## src/hdl/bfc_pkg.sv

```systemverilog
// Constants, plan record and types for the boot flash host controller.
// Assumes a 100 MHz CLOCK; all pin timings are derived from it.
`default_nettype none
package bfc_pkg;
  localparam int CLK_NS = 10;
  function automatic int ns2cyc(input int ns);
    return (ns + CLK_NS - 1) / CLK_NS;
  endfunction
  // Pin timing minimums in ns, and the derived cycle counts
  localparam int T_WP_NS   = 50;
  localparam int T_WC_NS   = 90;
  localparam int T_ACC_NS  = 150;
  localparam int T_DF_NS   = 30;
  localparam int T_PHQV_NS = 300;
  localparam int T_VPS_NS  = 100;
  localparam logic [5:0] WP_CYC   = 6'(ns2cyc(T_WP_NS));
  localparam logic [5:0] WREC_CYC = 6'(ns2cyc(T_WC_NS - T_WP_NS));
  localparam logic [5:0] ACC_CYC  = 6'(ns2cyc(T_ACC_NS));
  localparam logic [5:0] DF_CYC   = 6'(ns2cyc(T_DF_NS));
  localparam logic [5:0] WAKE_CYC = 6'(ns2cyc(T_PHQV_NS));
  localparam logic [5:0] VPS_CYC  = 6'(ns2cyc(T_VPS_NS));
  // Own register map, byte addresses
  localparam logic [7:0] REG_CTRL = 8'h00;
  localparam logic [7:0] REG_ADDR = 8'h04;
  localparam logic [7:0] REG_DATA = 8'h08;
  localparam logic [7:0] REG_STAT = 8'h0C;
  localparam logic [7:0] REG_CFG  = 8'h10;
  localparam int CFG_VPP_BIT = 0;
  // Device command bytes
  localparam logic [7:0] CMD_ARRAY   = 8'hFF;
  localparam logic [7:0] CMD_PROG    = 8'h40;
  localparam logic [7:0] CMD_STATUS  = 8'h70;
  localparam logic [7:0] CMD_CLEAR   = 8'h50;
  localparam logic [7:0] CMD_ERASE   = 8'h20;
  localparam logic [7:0] CMD_CONFIRM = 8'hD0;
  localparam logic [7:0] CMD_SUSPEND = 8'hB0;
  localparam logic [7:0] CMD_IDENT   = 8'h90;
  // Device status bit positions
  localparam int ST_READY = 7;
  localparam int ST_SUSP  = 6;
  localparam int ST_EFAIL = 5;
  localparam int ST_PFAIL = 4;
  localparam int ST_LOWV  = 3;
  // Operation codes written to REG_CTRL
  localparam logic [3:0] OP_READ    = 4'h0;
  localparam logic [3:0] OP_ARRAY   = 4'h1;
  localparam logic [3:0] OP_STATUS  = 4'h2;
  localparam logic [3:0] OP_CLEAR   = 4'h3;
  localparam logic [3:0] OP_IDENT   = 4'h4;
  localparam logic [3:0] OP_PROGRAM = 4'h5;
  localparam logic [3:0] OP_ERASE   = 4'h6;
  localparam logic [3:0] OP_SUSPEND = 4'h7;
  localparam logic [3:0] OP_RESUME  = 4'h8;
  localparam logic [3:0] OP_SIG_HV  = 4'h9;
  localparam logic [3:0] OP_SLEEP   = 4'hA;
  localparam logic [3:0] OP_WAKE    = 4'hB;

  typedef enum logic [1:0] {
    POST_NONE  = 2'b00,
    POST_READ  = 2'b01,
    POST_READY = 2'b11,
    POST_SUSP  = 2'b10
  } bfc_post_e;
  typedef enum logic [1:0] {
    MODE_ARRAY  = 2'b00,
    MODE_STATUS = 2'b01,
    MODE_IDENT  = 2'b11
  } bfc_mode_e;
  typedef struct packed {
    logic       valid;
    logic       w1;
    logic [7:0] c1;
    logic       w2;
    logic       w2_data;
    logic [7:0] c2;
    bfc_post_e  post;
    logic       set_mode;
    bfc_mode_e  mode;
  } bfc_plan_s;
endpackage
`default_nettype wire

```

## src/hdl/bfc_bus_if.sv

```systemverilog
// Carrier between the host sequencer and the pin cycle engine.
// Assumes both ends run on the same clock.
`default_nettype none
interface bfc_bus_if;
  logic        req;
  logic        wr;
  logic        hv;
  logic [17:0] addr;
  logic [7:0]  wdata;
  logic [7:0]  dq_in;
  logic        done;
  logic [7:0]  rdata;
  logic        ce_n;
  logic        oe_n;
  logic        we_n;
  logic [17:0] pin_addr;
  logic [7:0]  dq_out;
  logic        dq_oe;
  logic        hv_id;
  modport ctrl (output req, wr, hv, addr, wdata, dq_in,
                input done, rdata, ce_n, oe_n, we_n, pin_addr, dq_out,
                dq_oe, hv_id);
  modport eng (input req, wr, hv, addr, wdata, dq_in,
               output done, rdata, ce_n, oe_n, we_n, pin_addr, dq_out,
               dq_oe, hv_id);
endinterface
`default_nettype wire

```

## src/hdl/bfc_cycle.sv

```systemverilog
// Pin cycle engine: one flash write or read cycle per request.
// Assumes req is a one-cycle pulse given only while idle.
`default_nettype none
module bfc_cycle
  import bfc_pkg::*;
(
  input  wire logic CLOCK,
  input  wire logic RESET,
  bfc_bus_if.eng    bus
);
  typedef enum logic [1:0] {
    CY_IDLE  = 2'b00,
    CY_PULSE = 2'b01,
    CY_RECOV = 2'b11
  } bfc_cy_e;
  typedef struct packed {
    bfc_cy_e     st;
    logic        wr;
    logic [5:0]  cnt;
    logic        ce_n;
    logic        oe_n;
    logic        we_n;
    logic [17:0] addr;
    logic [7:0]  dq_out;
    logic        dq_oe;
    logic        hv;
    logic [7:0]  rdata;
    logic        done;
  } bfc_cy_s;
  bfc_cy_s q, n;

  always_comb
  begin
    n = q;
    n.done = 1'b0;
    unique case (q.st)
      CY_IDLE:
        if (bus.req)
        begin
          n.wr   = bus.wr;
          n.addr = bus.addr;
          n.hv   = bus.hv;
          n.ce_n = 1'b0;
          if (bus.wr)
          begin
            n.dq_out = bus.wdata;
            n.dq_oe  = 1'b1;
            n.we_n   = 1'b0;
            n.cnt    = WP_CYC - 6'h01;
          end
          else
          begin
            n.oe_n = 1'b0;
            n.cnt  = ACC_CYC - 6'h01;
          end
          n.st = CY_PULSE;
        end
      CY_PULSE:
        if (q.cnt != 6'h00)
          n.cnt = q.cnt - 6'h01;
        else if (q.wr)
        begin
          // Rising write strobe latches the byte; address and data hold
          n.we_n = 1'b1;
          n.cnt  = WREC_CYC - 6'h01;
          n.st   = CY_RECOV;
        end
        else
        begin
          n.rdata = bus.dq_in;
          // Releasing both makes the next read relatch status
          n.oe_n  = 1'b1;
          n.ce_n  = 1'b1;
          n.cnt   = DF_CYC - 6'h01;
          n.st    = CY_RECOV;
        end
      CY_RECOV:
        if (q.cnt != 6'h00)
          n.cnt = q.cnt - 6'h01;
        else
        begin
          n.ce_n  = 1'b1;
          n.dq_oe = 1'b0;
          n.hv    = 1'b0;
          n.done  = 1'b1;
          n.st    = CY_IDLE;
        end
      default:
        n.st = CY_IDLE;
    endcase
  end

  always_ff @(posedge CLOCK)
  begin
    if (RESET)
    begin
      q      <= '0;
      q.st   <= CY_IDLE;
      q.ce_n <= 1'b1;
      q.oe_n <= 1'b1;
      q.we_n <= 1'b1;
    end
    else
      q <= n;
  end

  assign bus.done     = q.done;
  assign bus.rdata    = q.rdata;
  assign bus.ce_n     = q.ce_n;
  assign bus.oe_n     = q.oe_n;
  assign bus.we_n     = q.we_n;
  assign bus.pin_addr = q.addr;
  assign bus.dq_out   = q.dq_out;
  assign bus.dq_oe    = q.dq_oe;
  assign bus.hv_id    = q.hv;
endmodule
`default_nettype wire

```

## src/hdl/bfc_host.sv

```systemverilog
// Host controller for a byte-wide boot-block flash: software orders
// operations through a small register port, the block runs the pin
// sequences and polls device status.
// Assumes the flash pins are sampled synchronously to CLOCK.
//
// Summary of operation
// Commands are one or two strobed writes
// Commands only act with program supply high
// Every write carries address and data
// Write FF returns device to array read
// Power-up and wake give array read
// Read: select, output enable low, strobes high
// Write 70 makes reads return status
// Toggle enables between reads to refresh status
// Fail flags cleared only by 50
// Host clears low-voltage flag before program/erase
// Erase is 20 then D0 in block
// Erase needs program supply high
// After erase poll status until ready
// Erase fail flag reports result when ready
// B0 asks erase to pause
// Paused when ready and suspend both set
// While paused only array and status reads; the block also lets clear (50) through
// D0 while paused resumes the erase
// 90 enters identification; 0 maker, 1 part
// High voltage on line nine reads identification
// Identification stays until another command
// Select high puts device in standby
// Power-down reset low, release gives array
// Program is 40 then address and data
// Status bits: ready, suspend, fails, low-voltage
// Bad confirm sets both fail flags
// During program only status read accepted
`default_nettype none
module bfc_host
  import bfc_pkg::*;
(
  input  wire logic        CLOCK,
  input  wire logic        RESET,
  input  wire logic [7:0]  BUS_ADDR,
  input  wire logic [31:0] BUS_WDATA,
  input  wire logic        BUS_WR,
  input  wire logic        BUS_RD,
  output var  logic [31:0] BUS_RDATA,
  output var  logic        BUSY,
  output var  logic [17:0] FLASH_ADDR,
  input  wire logic [7:0]  FLASH_DQ_IN,
  output var  logic [7:0]  FLASH_DQ_OUT,
  output var  logic        FLASH_DQ_OE,
  output var  logic        FLASH_CE_N,
  output var  logic        FLASH_OE_N,
  output var  logic        FLASH_WE_N,
  output var  logic        FLASH_PDWN_N,
  output var  logic        FLASH_VPP_HIGH,
  output var  logic        FLASH_HV_ID
);
  typedef enum logic [2:0] {
    HS_IDLE = 3'b000,
    HS_WR1  = 3'b001,
    HS_WR2  = 3'b011,
    HS_POLL = 3'b010,
    HS_RD   = 3'b110,
    HS_WAKE = 3'b111
  } bfc_hs_e;

  typedef struct packed {
    bfc_hs_e     st;
    logic [3:0]  op;
    bfc_plan_s   pl;
    logic [17:0] addr;
    logic [7:0]  wdata;
    logic        cfg_vpp;
    logic [5:0]  vpp_cnt;
    logic        pdwn_n;
    logic [5:0]  wake_cnt;
    logic        busy;
    logic        refused;
    logic        lv_pend;
    logic        susp;
    bfc_mode_e   mode;
    logic [7:0]  last_stat;
    logic [7:0]  rd_byte;
    logic        req;
    logic        wr;
    logic        hv;
    logic [17:0] e_addr;
    logic [7:0]  e_wdata;
    logic [31:0] rdata;
  } bfc_host_s;

  bfc_host_s q, n;
  bfc_bus_if bus ();

  bfc_cycle u_cycle (
    .CLOCK (CLOCK),
    .RESET (RESET),
    .bus   (bus)
  );

  // Command sequence of each operation
  function automatic bfc_plan_s op_plan(input logic [3:0] op);
    bfc_plan_s p;
    p = '0;
    p.valid = 1'b1;
    unique case (op)
      OP_READ:    p.post = POST_READ;
      OP_ARRAY:
      begin
        p.w1 = 1'b1; p.c1 = CMD_ARRAY;
        p.set_mode = 1'b1; p.mode = MODE_ARRAY;
      end
      OP_STATUS:
      begin
        p.w1 = 1'b1; p.c1 = CMD_STATUS; p.post = POST_READ;
        p.set_mode = 1'b1; p.mode = MODE_STATUS;
      end
      OP_CLEAR:   begin p.w1 = 1'b1; p.c1 = CMD_CLEAR; end
      OP_IDENT:
      begin
        p.w1 = 1'b1; p.c1 = CMD_IDENT; p.post = POST_READ;
        p.set_mode = 1'b1; p.mode = MODE_IDENT;
      end
      OP_PROGRAM:
      begin
        p.w1 = 1'b1; p.c1 = CMD_PROG;
        p.w2 = 1'b1; p.w2_data = 1'b1; p.post = POST_READY;
        p.set_mode = 1'b1; p.mode = MODE_STATUS;
      end
      OP_ERASE:
      begin
        p.w1 = 1'b1; p.c1 = CMD_ERASE;
        p.w2 = 1'b1; p.c2 = CMD_CONFIRM; p.post = POST_READY;
        p.set_mode = 1'b1; p.mode = MODE_STATUS;
      end
      OP_SUSPEND:
      begin
        p.w1 = 1'b1; p.c1 = CMD_SUSPEND; p.post = POST_SUSP;
        p.set_mode = 1'b1; p.mode = MODE_STATUS;
      end
      OP_RESUME:
      begin
        p.w1 = 1'b1; p.c1 = CMD_CONFIRM;
        p.set_mode = 1'b1; p.mode = MODE_STATUS;
      end
      OP_SIG_HV:  p.post = POST_READ;
      default:    p.valid = 1'b0;
    endcase
    return p;
  endfunction

  // Launch one engine cycle
  function automatic bfc_host_s launch(input bfc_host_s s,
                                       input logic wr,
                                       input logic [7:0] wd);
    bfc_host_s r;
    r = s;
    r.req     = 1'b1;
    r.wr      = wr;
    r.e_wdata = wd;
    r.hv      = !wr && (s.op == OP_SIG_HV);
    // Signature by high voltage needs the other lines low
    r.e_addr  = r.hv ? {17'h0_0000, s.addr[0]} : s.addr;
    return r;
  endfunction

  // Finish of an operation: record mode and free the block
  function automatic bfc_host_s finish(input bfc_host_s s);
    bfc_host_s r;
    r = s;
    r.busy = 1'b0;
    r.st   = HS_IDLE;
    if (s.pl.set_mode)
      r.mode = s.pl.mode;
    return r;
  endfunction

  // After the command writes, read, poll or finish
  function automatic bfc_host_s after_writes(input bfc_host_s s);
    bfc_host_s r;
    r = s;
    unique case (s.pl.post)
      POST_NONE:
        r = finish(s);
      POST_READ:
      begin
        r = launch(s, 1'b0, 8'h00);
        r.st = HS_RD;
      end
      default:
      begin
        r = launch(s, 1'b0, 8'h00);
        r.st = HS_POLL;
      end
    endcase
    return r;
  endfunction

  logic       ctrl_wr;
  logic [3:0] new_op;
  bfc_plan_s  new_pl;
  logic       needs_vpp;
  logic       vpp_ok;
  logic       deny;

  always_comb
  begin
    ctrl_wr   = BUS_WR && (BUS_ADDR == REG_CTRL);
    new_op    = BUS_WDATA[3:0];
    new_pl    = op_plan(new_op);
    needs_vpp = new_pl.w1;
    vpp_ok    = q.cfg_vpp && (q.vpp_cnt == 6'h00);
    deny      = 1'b0;
    if (!q.pdwn_n && new_op != OP_WAKE)
      deny = 1'b1;
    else if (new_op == OP_SLEEP || new_op == OP_WAKE)
      deny = 1'b0;
    else if (!new_pl.valid)
      deny = 1'b1;
    else if (needs_vpp && !vpp_ok)
      deny = 1'b1;
    else if ((new_op == OP_PROGRAM || new_op == OP_ERASE) && q.lv_pend)
      deny = 1'b1;
    else if (q.susp && !(new_op == OP_ARRAY || new_op == OP_STATUS ||
                         new_op == OP_RESUME || new_op == OP_READ ||
                         new_op == OP_CLEAR))
      deny = 1'b1;
  end

  always_comb
  begin
    n = q;
    n.req   = 1'b0;
    n.rdata = 32'h0000_0000;
    // Supply must settle before a strobe edge relies on it
    if (!q.cfg_vpp)
      n.vpp_cnt = VPS_CYC;
    else if (q.vpp_cnt != 6'h00)
      n.vpp_cnt = q.vpp_cnt - 6'h01;
    if (BUS_WR)
    begin
      unique case (BUS_ADDR)
        REG_ADDR: n.addr    = BUS_WDATA[17:0];
        REG_DATA: n.wdata   = BUS_WDATA[7:0];
        REG_CFG:  n.cfg_vpp = BUS_WDATA[CFG_VPP_BIT];
        default:  n.cfg_vpp = q.cfg_vpp;
      endcase
    end
    if (BUS_RD)
    begin
      unique case (BUS_ADDR)
        REG_CTRL: n.rdata = {28'h000_0000, q.op};
        REG_ADDR: n.rdata = {14'h0000, q.addr};
        REG_DATA: n.rdata = {24'h00_0000, q.rd_byte};
        REG_STAT: n.rdata = {16'h0000, q.last_stat, 1'b0, q.mode,
                             q.susp, !q.pdwn_n, q.lv_pend, q.refused,
                             q.busy};
        REG_CFG:  n.rdata = {31'h0000_0000, q.cfg_vpp};
        default:  n.rdata = 32'h0000_0000;
      endcase
    end
    // Orders while busy are dropped; the host polls status meanwhile
    if (ctrl_wr && q.busy)
      n.refused = 1'b1;
    unique case (q.st)
      HS_IDLE:
        if (ctrl_wr)
        begin
          n.op      = new_op;
          n.pl      = new_pl;
          n.refused = deny;
          if (!deny)
          begin
            if (new_op == OP_SLEEP)
            begin
              n.pdwn_n = 1'b0;
              n.susp = 1'b0;
            end
            else if (new_op == OP_WAKE)
            begin
              n.pdwn_n   = 1'b1;
              n.wake_cnt = WAKE_CYC;
              n.busy     = 1'b1;
              n.st       = HS_WAKE;
            end
            else
            begin
              n.busy = 1'b1;
              if (new_op == OP_RESUME)
                n.susp = 1'b0;
              if (new_op == OP_CLEAR)
                n.lv_pend = 1'b0;
              if (new_pl.w1)
              begin
                n = launch(n, 1'b1, new_pl.c1);
                n.st = HS_WR1;
              end
              else
                n = after_writes(n);
            end
          end
        end
      HS_WR1:
        if (bus.done)
        begin
          if (q.pl.w2)
          begin
            n = launch(n, 1'b1,
                       q.pl.w2_data ? q.wdata : q.pl.c2);
            n.st = HS_WR2;
          end
          else
            n = after_writes(n);
        end
      HS_WR2:
        if (bus.done)
          n = after_writes(n);
      HS_RD:
        if (bus.done)
        begin
          n.rd_byte = bus.rdata;
          if (q.op == OP_STATUS)
            n.last_stat = bus.rdata;
          n = finish(n);
        end
      HS_POLL:
        if (bus.done)
        begin
          n.last_stat = bus.rdata;
          n.rd_byte   = bus.rdata;
          // Ready alone ends a suspend: the erase may end first
          if (bus.rdata[ST_READY])
          begin
            // Fail flags stay in last_stat until the next status read or poll
            n.lv_pend = q.lv_pend || bus.rdata[ST_LOWV];
            n.susp    = (q.pl.post == POST_SUSP) && bus.rdata[ST_SUSP];
            n = finish(n);
          end
          else
            n = launch(n, 1'b0, 8'h00);
        end
      HS_WAKE:
        if (q.wake_cnt != 6'h00)
          n.wake_cnt = q.wake_cnt - 6'h01;
        else
        begin
          n.mode = MODE_ARRAY;
          n.busy = 1'b0;
          n.st   = HS_IDLE;
        end
      default:
        n.st = HS_IDLE;
    endcase
  end

  always_ff @(posedge CLOCK)
  begin
    if (RESET)
    begin
      q          <= '0;
      q.st       <= HS_WAKE;
      q.pdwn_n   <= 1'b1;
      q.wake_cnt <= WAKE_CYC;
      q.busy     <= 1'b1;
      q.mode     <= MODE_ARRAY;
      q.vpp_cnt  <= VPS_CYC;
    end
    else
      q <= n;
  end

  assign bus.req   = q.req;
  assign bus.wr    = q.wr;
  assign bus.hv    = q.hv;
  assign bus.addr  = q.e_addr;
  assign bus.wdata = q.e_wdata;
  assign bus.dq_in = FLASH_DQ_IN;

  assign BUS_RDATA      = q.rdata;
  assign BUSY           = q.busy;
  assign FLASH_ADDR     = bus.pin_addr;
  assign FLASH_DQ_OUT   = bus.dq_out;
  assign FLASH_DQ_OE    = bus.dq_oe;
  assign FLASH_CE_N     = bus.ce_n;
  assign FLASH_OE_N     = bus.oe_n;
  assign FLASH_WE_N     = bus.we_n;
  assign FLASH_PDWN_N   = q.pdwn_n;
  assign FLASH_VPP_HIGH = q.cfg_vpp;
  assign FLASH_HV_ID    = bus.hv_id;
endmodule
`default_nettype wire

```

## config.mk

```make
export PLATFORM = sky130hd
export DESIGN_NAME = bfc_host
export DESIGN_NICKNAME = d
export VERILOG_FILES = /design/src/hdl/bfc_pkg.sv /design/src/hdl/bfc_bus_if.sv /design/src/hdl/bfc_cycle.sv /design/src/hdl/bfc_host.sv
export SDC_FILE = /design/constraint.sdc
export NUM_CORES = 1
export LEC_CHECK = 0
export BUFFER_PORTS_ARGS = -buffer_cell sky130_fd_sc_hd__buf_2
export CORE_ASPECT_RATIO = 1.5
export CORE_MARGIN = 5
export CORE_UTILIZATION = 57
export CTS_CLUSTER_SIZE = 8
export DETAILED_ROUTE_END_ITERATION = 12
export GPL_TIMING_DRIVEN = 0
export HOLD_SLACK_MARGIN = 0.12
export PLACE_DENSITY_LB_ADDON = 0.12
export SLEW_MARGIN = 30
export SYNTH_ARGS = -nofsm -noshare
export SYNTH_HDL_FRONTEND = slang
export SYNTH_SLANG_ARGS = --single-unit
```

## constraint.sdc

```tcl
create_clock -name CLOCK -period 2.9 [get_ports CLOCK]
set_clock_uncertainty 0.2 [all_clocks]
set_input_delay 0.435 -clock CLOCK [delete_from_list [all_inputs] [get_ports CLOCK]]
set_output_delay 0.435 -clock CLOCK [all_outputs]
set_load 0.01 [all_outputs]
```

-- After elaboration in Yosys (flattened, before gate mapping)
Index checks and enable logic that the tools add are counted.
- bits of input ports: 52
- register bits after elaboration: 194
- reduce and logical (&&, ||, !) cells: 65
- bitwise gates (word level): 9
- multiplexer cells: 90
- $add $sub $neg: 3
- eq/ne operators: 63
- operator list (operator ; number):
    2-to-1 mux 155 bit ; 9
    one-hot mux 155 bit (2 select lines) ; 3
    one-hot mux 77 bit (5 select lines) ; 1
    one-hot mux 63 bit (5 select lines) ; 1
    one-hot mux 18 bit (5 select lines) ; 1
    2-to-1 mux 82 bit ; 1
    2-to-1 mux 79 bit ; 1
    2-to-1 mux 18 bit ; 4
    one-hot mux 9 bit (8 select lines) ; 1
    2-to-1 mux 65 bit ; 1
    2-to-1 mux 62 bit ; 1
    != test 2 bit (second input constant) ; 22
    one-hot mux 7 bit (6 select lines) ; 1
    2-to-1 mux 40 bit ; 1
    2-to-1 mux 8 bit ; 5
    2-to-1 mux 1 bit ; 32
    2-to-1 mux 6 bit ; 5
    2-to-1 mux 27 bit ; 1
    nonzero test 6 bit ; 4
    one-hot mux 7 bit (3 select lines) ; 1
    equality test 4 bit (second input constant) ; 5
    != test 2 x 1 -> 1 bit (second input constant) ; 10
    AND reduction 10 bit ; 2
    AND reduction 20 bit ; 1
    50 further kinds ; 116

-- Depth between registers and ports, before layout
- depth in word-level cells: 23
- depth in mapped cells: 10

-- Modules after synthesis
Synthesis repeated with hierarchy kept, for this count alone.
- cells, all modules: 946
- area total of the unflattened synthesis: 7921.3 um^2
- modules (own cells, without submodules) (module ; cells an instance ; area each (um^2) ; times used ; sequential area each (um^2)):
    bfc_host ; 689 ; 5765.5 ; 1 ; 2482.4
    bfc_cycle ; 257 ; 2155.8 ; 1 ; 980.9

-- Worst setup path after synthesis
OpenSTA, ideal clock, no wires.
- kind: in2reg
- from: input port BUS_WDATA[1]
- to: register q[77] in the netlist's numbering
- arrival: 2209 ps
- setup slack: 374 ps
- cell stages on the path: 7
- path buffers: 1
- setup time: 117 ps
- cell sequence: buf_6 nor4_1 nor2_1 a211o_1 a221o_1 or3_1 a32o_1
- word-level cells in the longest chain between the ends: 15
- ends and longest elaborated chain (item ; RTL line ; text):
    start, declared ; bfc_host.sv:41 ; input wire logic [31:0] BUS_WDATA,
    branches (longest 15 deep; another with one-hot mux 155 bit (2 select lines)) ; - ;
    end signal, assigned ; bfc_host.sv:368 ; q <= n;
    end, declared ; bfc_host.sv:91 ; bfc_host_s q, n;
Parallel ways; which one is timed is not known. The select of a mux whose other input is x is not followed.
A chain may end at the register's enable or synchronous reset.

-- Final worst setup path
- from: register u_cycle.q[40] in the netlist's numbering
- to: register u_cycle.q, in the netlist u_cycle.bus.rdata[1]
- word-level cells in the longest chain between the ends: 3
- ends and longest elaborated chain (item ; RTL line ; text):
    start, declared ; bfc_cycle.sv:30 ; bfc_cy_s q, n;
    start signal, assigned ; bfc_cycle.sv:104 ; q <= n;
    nonzero test 6 bit ; bfc_cycle.sv:59 ; if (q.cnt != 6'h00)
    NOT 1 bit (no line) ; - ;
    AND reduction 3 bit (no line) ; - ;
Every way passes these cells.

==> results.md <==
- Top-level I/O count: 118
- Setup WS pre-CTS: -0.104 ns
- Worst Path Required: 2.99 ns
- Synthesized area: 7740 um^2
- Placeable Area: 13400 um^2
- Final GP Congestion: 0.923
- Most used cell along the critical path: or3_1
- WL met1: 8060 um
- NetSw: 1.53 mW
- Cells after synthesis: 901
- Root buf cell: clkbuf_16
- Synth Area in XOR/XNOR: 1.02%
- Wire length on met2: 10700 um
- Power density over the cells: 591 nW/um^2
- Buf/Inv on CP: 2
- Max Buffers Root-to-Sink: 2
- DR iter-0 viols: 427
- Worst slew pin tran: 0.758 ns
- Max-slew headroom: 49.5%
- Synth area leaders: dfxtp_1, mux2i_1, nor2_1
- Pleak: 3.75 nW
- Area Growth Syn to Fin: 18.7%
- CTS tree: done
- DRC: 0
- Post-synthesis sequential area ratio: 44.7%
- Die area: 16100 um^2
- FFs w/ async S/R, synth: 0%
- Worst-path fanout max: 8
- Combinational Power Share: 13.9%
- Slew Viols, Final: 0
- Fraction of layout instances using a drive strength above 1: 19.3%
- Slowest cell delay on critical path: 0.42 ns
- Post-DP HPWL: 15200 um
- Max-cap violations: 0
- Commonest non-fill, non-tap cell in the layout: dfxtp_1
- Largest net degree at the start of global routing: 17
- Post-synth top area share: 44.7%
- Sequential share of power: 45.7%
- Global-route wire length before repair: 33500 um
- Synth unique cells: 76
- Total Routing Usage GR: 25.7%
- Layout net count: 1093
- Synth Area in Adders: 0.937%
- Crit path cell chain: inv_1 > ha_1 > or3b_1 > or3_1 > or3_1 > nor2_4 > buf_12 > mux2i_1 > nor2_1
- Post-Synth Simple-Gate Area: 20.1%
- Final hold slack: 0.129 ns
- FMAX: 366 MHz
- Net Sw Frac: 28.1%
- CP Data Arrival Time: 2.82 ns
- Cell-internal power: 3.91 mW
- Drt total wl: 20800 um
- Drt first pass iters: 5
- # clock sinks: 173
- Worst Slack Setup Final: 0.167 ns
- Met3 wire len: 919 um
- Worst skew pair latency: 0.43 ns
- Critical path endpoint category: flop
- ANT nets after route: 0
- Clock Pin Slew Worst Setup and Hold Paths: 0.07 ns
- Min Tclk post-route: 2.73 ns
- Ant. Diodes: 0
- # rows: 52
- Initial Util: 57.8%
- Grt ovf: 0
- Die width: 105 um
- H-tree levels: 4
- Drt via density: 5.66
- Clock power share: 40.5%
- Num CTS Buffers: 17
- Critical Path Source Type: flop
- Compound-gate portion of the synthesized area: 16.6%
- Yosys warnings: 0
- Tcrit/Tclk final: 94.2%
- I/O Buffers: 84
- Kind of critical path: flop to flop
- Die height: 153 um
- Synth Register Bits: 173
- Syn Area/Cell: 8.60 um^2
- Setup violators final: 0
- Worst min-delay path class: input port to flop
- Max VDD drop: 0.346 mV
- Final Hold Fails: 0
- Synth area leader: dfxtp_1
- Commonest non-fill, non-tap cells in the layout: dfxtp_1, nor2_1, nand2_1
- CP max-delay cell: or3b_1
- Post-synth EDFFs: 0
- Top_reg_cell synth: dfxtp_1
- Vias in the first global route: 6757
- Mux share of post-synthesis cell area: 7.04%
- Initial antenna violation count: 0
- RSZ-0062 raised after global routing: no
- DR vias: 6844
- Largest family of logic cells by synthesized area: simple AND/OR/NAND/NOR gates
- Critical path's top delay family: simple AND/OR/NAND/NOR gates
- Highest metal used: met4
- WL/cell: 17.2 um
- Status: finished clean
sequential cells by signal, summed over array words and instances (netlist names):
register and cells:
u_cycle.bus.rdata 8, bus.wdata 8, bus.addr 18, BUSY 1, u_cycle.bus.ce_n 1, bus.wr 1, u_cycle.bus.hv_id 1, u_cycle.bus.dq_out 8
q 74, BUS_RDATA 18, FLASH_VPP_HIGH 1, u_cycle.bus.oe_n 1, bus.hv 1, u_cycle.bus.pin_addr 18, u_cycle.bus.dq_oe 1, u_cycle.q 9
u_cycle.bus.we_n 1, u_cycle.bus.done 1, bus.req 1, FLASH_PDWN_N 1
area by class of cell:
cell class	count	area [um^2]
inverter	18	67.6
sequential	173	3460
timing repair buffer	103	621
tap	162	203
buffer	114	672
multi-input combinational	609	3610
clock buffer	19	433
fill	1136	4210
clock inverter	12	131
final timing paths:
check	start	end	slack (ns)	cells after the start
hold / removal	BUS_WDATA[11]	q[116]	0.13	3
setup / recovery	u_cycle.q[40]	u_cycle.bus.rdata[1]	0.17	9
hold reg to reg	u_cycle.bus.pin_addr[13]	u_cycle.bus.pin_addr[13]	0.25	2
setup reg to reg	u_cycle.q[40]	u_cycle.bus.rdata[1]	0.17	9
synth_stat cells (3+ instances only):
cell type and n:
a22oi_1 15, nor2_1 129, buf_1 6, and2_1 6, a31oi_1 8, a21oi_1 62, mux2i_1 50, a311oi_1 3
o22ai_1 8, nor2b_1 11, nor3_1 18, buf_2 5, mux2_2 4, ha_1 5, a221o_1 6, and3_1 6
a221oi_1 7, nand2_1 101, a2111oi_0 3, dfxtp_1 173, xnor2_1 7, nand3b_1 4, nand3_1 20, clkbuf_1 42
o211ai_1 3, or3_1 6, o2111ai_1 3, a211o_1 3, o2bb2ai_1 18, or2_2 3, inv_1 17, o21ai_0 31
nand2b_1 9, buf_4 59
power by group through the flow:
stage	combinational, mW	sequential, mW	clock [mW]
after floorplan	0.519	2.52	0
after global placement	0.706	2.53	0
after detailed placement	0.706	2.54	0
after CTS	0.730	2.48	2.21
after global routing	0.841	2.49	2.33
final	0.753	2.48	2.20
metrics by stage:
| step | TNS [ns] | cell area [um^2] | cells | power [mW] | util (%) |
|---|---|---|---|---|---|
| final | 0 | 9200 | 1210 | 5.44 | 68.6 |
| after global routing | 0 | 9200 | 1210 | 5.65 | 68.6 |
| after CTS | 0 | 9160 | 1209 | 5.43 | 68.4 |
| after detailed placement | -1.18 | 8420 | 1160 | 3.24 | 62.8 |
| after global placement | -0.787 | 8420 | 1160 | 3.24 | 62.8 |
| after floorplan | 0 | 7790 | 914 | 3.04 | - |
per-layer routing:
metal,GRT usage [%],up-vias
li1,-,3340
met4,14.1,0
met2,45.9,227
met3,4.03,68
met1,28.6,3209
met5,0,-
worst register-to-register path, stage by stage (launching register included):
cell	delay (ns)
dfxtp_1	0.34
inv_1	0.06
ha_1	0.17
or3b_1	0.42
or3_1	0.41
or3_1	0.42
nor2_4	0.15
buf_12	0.16
mux2i_1	0.21
nor2_1	0.06
cells by family after synthesis:
group	count (synthesis)
compound gates	192
simple gates	334
mux	54
buf+inv	132
flops	173
other cells	1
fa+ha+maj	6
xor+xnor	9
what timing repair did:
item	4_1_cts	5_1_grt
hold buffers	18	0
resized for setup	0	4
buffers inserted	0	1
setup endpoints to repair	0	19
hold endpoints to repair	21	0
Power figures use the tool's default switching activity.
